File: src/verilog/rtc_defines.vh
// Purpose: Constants for the rotate-through-carry unit
// Assumes: 12-bit instruction word, 8-bit data, 5-bit file address
// Notes:   Definitions only
`ifndef RTC_DEFINES_VH
`define RTC_DEFINES_VH
`define RTC_OP_HI_POS      11
`define RTC_OP_HI_LO       8
`define RTC_OP_HI_VAL      4'h3
`define RTC_OP_SUB_HI      7
`define RTC_OP_SUB_LO      6
`define RTC_SUB_ROT_LEFT   2'h1
`define RTC_SUB_ROT_RIGHT  2'h0
`define RTC_DEST_POS       5
`define RTC_ADDR_HI        4
`define RTC_ADDR_LO        0
`define RTC_CARRY_POS      0
`define RTC_DEST_ACC       1'h0
`define RTC_DEST_FILE      1'h1
`define RTC_ACC_RESET      8'h00
`define RTC_STATUS_RESET   8'h00
`define RTC_WR_EN_RESET    1'h0
`define RTC_FILE_DATA_RESET 8'h00
`define RTC_FILE_ADDR_RESET 5'h00
`define RTC_DATA_MSB       7
`define RTC_DATA_LSB       0
`endif

File: src/verilog/rtc_rotate_unit.v
// Purpose: Rotate-through-carry datapath slice of an 8-bit core
// Assumes: Register file read is combinational; write lands on the next clk edge
// Notes:   One instruction per cycle, no stalls
// Notes on behaviour
// - Left rotate: old carry into bit 0, old bit 7 into carry.
// - Right rotate: old carry into bit 7, old bit 0 into carry.
// - Carry is bit 0 of the status register.
// - Destination bit 0 writes accumulator, file register untouched.
// - Destination bit 1 writes file register, accumulator untouched.
`timescale 1ns/1ps
`include "rtc_defines.vh"
module rtc_rotate_unit (
    input  wire        clk,
    input  wire        rst,
    input  wire        instr_valid,
    input  wire [11:0] instr_word,
    input  wire [7:0]  file_rd_data,
    input  wire [7:0]  status_in,
    output wire [4:0]  file_addr,
    output wire        file_wr_en,
    output wire [7:0]  file_wr_data,
    output wire [4:0]  file_wr_addr,
    output wire        status_wr_en,
    output wire [7:0]  status_wr_data,
    output reg  [7:0]  acc_q,
    output wire        rotate_hit
);

    // Widths of the core's datapath, fixed
    localparam DATA_W  = 8;
    localparam ADDR_W  = 5;
    localparam INSTR_W = 12;

    // Decode of the current instruction
    wire                rotate_left_carry_op;
    wire                rotate_right_carry_op;
    wire                dest_file;
    wire                dest_acc;
    wire                file_store;
    wire                acc_load;
    wire                carry_old;

    // Both candidate results, built bit by bit
    wire [DATA_W-1:0]   rot_left_val;
    wire [DATA_W-1:0]   rot_right_val;
    wire                rot_left_carry;
    wire                rot_right_carry;
    wire [DATA_W-2:0]   status_keep;

    // Selected result and next values of the flops
    reg  [DATA_W-1:0]   rot_value;
    reg                 carry_new;
    reg                 file_wr_en_d;
    reg  [DATA_W-1:0]   file_wr_data_d;
    reg  [ADDR_W-1:0]   file_wr_addr_d;
    reg                 status_wr_en_d;
    reg  [DATA_W-1:0]   status_wr_data_d;
    reg  [DATA_W-1:0]   acc_d;

    // Flops behind the registered outputs
    reg                 file_wr_en_q;
    reg  [DATA_W-1:0]   file_wr_data_q;
    reg  [ADDR_W-1:0]   file_wr_addr_q;
    reg                 status_wr_en_q;
    reg  [DATA_W-1:0]   status_wr_data_q;

    genvar gi;

    // Opcode decode shared by both operations
    function is_rot;
        input [INSTR_W-1:0] w;
        input [1:0]         sub;
        begin
            is_rot = (w[`RTC_OP_HI_POS:`RTC_OP_HI_LO] == `RTC_OP_HI_VAL) &&
                     (w[`RTC_OP_SUB_HI:`RTC_OP_SUB_LO] == sub);
        end
    endfunction

    // Destination decode, used by the file write and the accumulator load
    function dest_is;
        input [INSTR_W-1:0] w;
        input               sel;
        begin
            dest_is = (w[`RTC_DEST_POS] == sel);
        end
    endfunction

    assign rotate_left_carry_op  = instr_valid && is_rot(instr_word, `RTC_SUB_ROT_LEFT);
    assign rotate_right_carry_op = instr_valid && is_rot(instr_word, `RTC_SUB_ROT_RIGHT);
    assign rotate_hit            = rotate_left_carry_op || rotate_right_carry_op;
    assign dest_file             = dest_is(instr_word, `RTC_DEST_FILE);
    assign dest_acc              = dest_is(instr_word, `RTC_DEST_ACC);
    assign file_store            = rotate_hit && dest_file;
    assign acc_load              = rotate_hit && dest_acc;
    assign file_addr             = instr_word[`RTC_ADDR_HI:`RTC_ADDR_LO];
    assign carry_old             = status_in[`RTC_CARRY_POS];

    // The bit leaving the register becomes the new carry
    assign rot_left_carry  = file_rd_data[`RTC_DATA_MSB];
    assign rot_right_carry = file_rd_data[`RTC_DATA_LSB];
    // Status bits above the carry pass through untouched
    assign status_keep     = status_in[`RTC_DATA_MSB:`RTC_CARRY_POS + 1];

    // Inner bits take a neighbour; the end bit on the entry side takes the old carry
    generate
        for (gi = 0; gi < DATA_W; gi = gi + 1) begin : g_rot_bit
            if (gi == 0) begin : g_lsb
                assign rot_left_val[gi]  = carry_old;
                assign rot_right_val[gi] = file_rd_data[gi + 1];
            end else if (gi == DATA_W - 1) begin : g_msb
                assign rot_left_val[gi]  = file_rd_data[gi - 1];
                assign rot_right_val[gi] = carry_old;
            end else begin : g_mid
                assign rot_left_val[gi]  = file_rd_data[gi - 1];
                assign rot_right_val[gi] = file_rd_data[gi + 1];
            end
        end
    endgenerate

    // Result select; with no rotate decoded the value is not used
    always @* begin
        rot_value = file_rd_data;
        if (rotate_left_carry_op) begin
            rot_value = rot_left_val;
        end else if (rotate_right_carry_op) begin
            rot_value = rot_right_val;
        end
    end

    always @* begin
        carry_new = carry_old;
        if (rotate_left_carry_op) begin
            carry_new = rot_left_carry;
        end else if (rotate_right_carry_op) begin
            carry_new = rot_right_carry;
        end
    end

    always @* begin
        file_wr_en_d = file_store;
    end

    always @* begin
        file_wr_data_d = rot_value;
    end

    always @* begin
        file_wr_addr_d = file_addr;
    end

    // Every rotate writes status, but only the carry bit changes
    always @* begin
        status_wr_en_d = rotate_hit;
    end

    always @* begin
        status_wr_data_d = {status_keep, carry_new};
    end

    // Accumulator keeps its value unless a rotate is aimed at it
    always @* begin
        acc_d = acc_q;
        if (acc_load) begin
            acc_d = rot_value;
        end
    end

    // All results commit at the single edge ending the instruction cycle
    always @(posedge clk or posedge rst) begin
        if (rst) begin
            file_wr_en_q <= `RTC_WR_EN_RESET;
        end else begin
            file_wr_en_q <= file_wr_en_d;
        end
    end

    always @(posedge clk or posedge rst) begin
        if (rst) begin
            file_wr_data_q <= `RTC_FILE_DATA_RESET;
        end else begin
            file_wr_data_q <= file_wr_data_d;
        end
    end

    always @(posedge clk or posedge rst) begin
        if (rst) begin
            file_wr_addr_q <= `RTC_FILE_ADDR_RESET;
        end else begin
            file_wr_addr_q <= file_wr_addr_d;
        end
    end

    always @(posedge clk or posedge rst) begin
        if (rst) begin
            status_wr_en_q <= `RTC_WR_EN_RESET;
        end else begin
            status_wr_en_q <= status_wr_en_d;
        end
    end

    always @(posedge clk or posedge rst) begin
        if (rst) begin
            status_wr_data_q <= `RTC_STATUS_RESET;
        end else begin
            status_wr_data_q <= status_wr_data_d;
        end
    end

    // Working accumulator, seen by the rest of the core
    always @(posedge clk or posedge rst) begin
        if (rst) begin
            acc_q <= `RTC_ACC_RESET;
        end else begin
            acc_q <= acc_d;
        end
    end

    // Registered outputs
    assign file_wr_en     = file_wr_en_q;
    assign file_wr_data   = file_wr_data_q;
    assign file_wr_addr   = file_wr_addr_q;
    assign status_wr_en   = status_wr_en_q;
    assign status_wr_data = status_wr_data_q;

endmodule // rtc_rotate_unit

File: config.mk
export PLATFORM = sky130hd
export DESIGN_NAME = rtc_rotate_unit
export DESIGN_NICKNAME = d
export VERILOG_FILES = /design/src/verilog/rtc_rotate_unit.v
export VERILOG_INCLUDE_DIRS = /design/src /design/src/verilog
export SDC_FILE = /design/constraint.sdc
export NUM_CORES = 1
export LEC_CHECK = 0
export ABC_AREA = 1
export BUFFER_PORTS_ARGS = -buffer_cell sky130_fd_sc_hd__buf_2
export CAP_MARGIN = 20
export CORE_MARGIN = 5
export CORE_UTILIZATION = 44
export CTS_CLUSTER_SIZE = 30
export DETAILED_ROUTE_END_ITERATION = 7
export GPL_ROUTABILITY_DRIVEN = 0
export HOLD_SLACK_MARGIN = 0.06
export PLACE_DENSITY = 0.77
export SLEW_MARGIN = 20
export SYNTH_ARGS = -nofsm -noshare
export SYNTH_HDL_FRONTEND = slang
export SYNTH_SLANG_ARGS = --single-unit
File: constraint.sdc
create_clock -name clk -period 0.8 [get_ports clk]
set_input_delay 0 -clock clk [delete_from_list [all_inputs] [get_ports clk]]
set_output_delay 0 -clock clk [all_outputs]
set_load 0.005 [all_outputs]
==> results.yml <==
status:
  outcome: "complete, but fails checks"
  violations: "setup timing"
placement:
  portBuffers: 67
  placedInstanceArea_mm2: 0.00175
  dp.cells: 228
  dp_slack_ns: -0.189
  dp_hpwl_um: 2620
global_route:
  grt_pass1_wl_um: 6120
  grt_use_total_pct: 19.0
  antenna_found_initial: 0
  grt_pass1_vias: 1329
  grt-ovfl-total: 0
  grt_start_max_net_pins: 27
timing:
  hold_viol: 0
  period_needed_ns: 0.870
  fmax_mhz: 1150
  worstMarginPinSlew_ns: 0.284
  slew_headroom_pct: 81.1
  holdWs_ns: 0.0234
  period_share_pct: 109
  grt_setup_unrepaired: "yes"
  timing.final.ws_setup_ns: -0.0699
  finalSetupViolations: 25
  slew_violations: 0
  fin_worst_skew_ns: 0
finish:
  n_antenna_cell: 0
  drive_gt1_share_pct: 52.3
  utilization_pct: 72.6
  final_area_mm2: 0.00216
  nFillCells: 207
  instances_no_fill: 268
  nNetsFinal: 266
  areaGrowthSynthToFinish_pct: 61.6
critical_path:
  r2r_start: "acc_q[1]"
  cp_top_family: "flip-flops"
  r2r_end: "acc_q[1]"
  path_class: "reg2out"
  critPathSlowestCell: "dfrtp_1"
  critical_path.max_fanout: 2
  worstPathArrival_ns: 0.87
  reg2reg_depth: 3
  cp_cell_sequence: "buf_2"
  rrSetupSlack_ns: 0.08
  critical_path_buf_inv_count: 1
  cpPeakStageDelay_ns: 0.42
  critPathRequiredTime_ns: 0.80
  crit_path_end_kind: "primary output"
  crit_path_start_kind: "flop"
synth:
  synth-seq-cells: 31
  synth_area_mm2: 0.00134
  ys_seq_area_share_pct: 58.0
  synth_top_cell_area_share_pct: 58.0
  synth_cells: 126
  synth.area.top_cells: "dfrtp_1 58%, nand3_1 6.0%, nand2_1 5.3%"
  synth_fp_nets: 157
  yosys.cell_types.count: 20
  yosys.area.top_type: "dfrtp_1"
  synth_area_per_cell_um2: 10.6
  synth_warnings: 0
detailed_routing:
  avgViaCountPerCell: 4.75
  ant_nets: 0
  routedWlPerCell_um: 14.0
  dr_total_vias: 1273
  first_pass_iters: 4
  drt-total-wl_um: 3750
  drt_first_iter_violations: 27
  remaining_drc_errors: 0
floorplan:
  start_util_pct: 44.9
  ioPinCount: 68
  rows: 20
  die_x_um: 65.1
  coreArea_mm2: 0.00298
  die_area_mm2: 0.00424
  fp.dieH_um: 65.1
cts:
  numCtsBuffers: 5
  htreeDepth: 2
  cts.path.max_buffers: 2
  cts_tree: "done"
  clock_sink_count: 31
  clkLatencyLatePin_ns: 0.31
  clk_pin_slew_ns: 0.10
  root_buffer: "clkbuf_4"
pwr:
  peakVddDrop_mv: 0.936
  leakagePower_nw: 1.20
  p_per_area_mw_per_mm2: 1520
hold_path:
  hold_class: "in2reg"
  hold_depth: 4
  hold_end: "acc_q[3]"
  hp-start: "instr_word[5]"
flow_run:
  cap_violations: 0
==> flip-flops by register name (all words and copies together), names as in the netlist <==
signal and flops:
file_wr_en 1, file_wr_data 8, acc_q 8, status_wr_data 8, status_wr_en 1, file_wr_addr 5
==> cell families (layout without fill, tap and decap cells) <==
| family | after synthesis | after routing | synth area share [%] |
|---|---|---|---|
| and+or+nand+nor | 67 | 67 | 29.9 |
| DFF | 31 | 31 | 58.0 |
| AOI/OAI and AO/OA | 3 | 3 | 2.43 |
| buffers and inverters | 25 | 134 | 9.63 |
==> repair_timing <==
item	4_1_cts	5_1_grt
resized for setup	0	10
hold buffers	25	2
gates cloned	0	0
pin swaps	0	4
buffers inserted	6	4
setup endpoints to repair	31	44
hold endpoints to repair	59	9
==> per-layer routing <==
metal  vias up  global-route usage, %  wire length [um]
li1        620                      -                 -
met1       574                   23.0              1510
met2        70                   31.7              1750
met3         9                   7.01               431
met4         0                   5.44                59
met5         -                      0                 0
==> cell usage after synthesis (all sizes together) <==
cell,number
a21boi,1
and3,7
buf,7
clkinv,1
dfrtp,31
inv,17
nand2,30
nand3,16
nand4,7
nor2,6
nor3,1
o211ai,1
o22ai,1
==> worst max-delay path by stage <==
stage	depth (start not counted)	from	slack, ns	to
2_1_floorplan	7	instr_word[10]	0.008	status_wr_data[0]
3_3_place_gp	9	instr_word[10]	-0.13	acc_q[3]
3_5_place_dp	9	instr_word[11]	-0.19	acc_q[4]
4_1_cts	1	acc_q[3]	-0.08	acc_q[3]
5_1_grt	1	acc_q[4]	-0.13	acc_q[4]
6_report	1	acc_q[4]	-0.07	acc_q[4]
==> report_power, final <==
group,switching [mW],leakage [nW],internal [mW]
Sequential,0.0440,0.379,1.68
Combinational,0.290,0.788,0.361
Clock,0.509,0.0341,0.407
==> metrics by stage <==
step           setup TNS [ns]  total power, mW
2_1_floorplan               0             1.96
3_3_place_gp            -1.76             2.22
3_5_place_dp            -2.30             2.24
4_1_cts                 -1.05             3.30
5_1_grt                 -2.24             3.51
6_report               -0.493             3.29
==> layout by cell type (no fill, tap or decap), drive strengths merged <==
cell type    instances
inv                 18
a21boi               1
clkinv               1
nor3                 1
nand3               16
o22ai                1
nor2                 6
dlygate4sd3         26
nand2               30
buf                 83
dfrtp               31
clkbuf               6
nand4                7
o211ai               1
and3                 7
==> final cells by class <==
cell class | count | area [um2] | share of cell area [%]
multi-input combinational | 70 | 458 | 21.2
tap | 33 | 41.3 | 1.91
sequential | 31 | 776 | 35.9
clock inverter | 1 | 5.00 | 0.231
inverter | 18 | 70.1 | 3.24
timing repair buffer | 109 | 761 | 35.2
clock buffer | 6 | 51.3 | 2.37
Power figures use the tool's default switching activity.
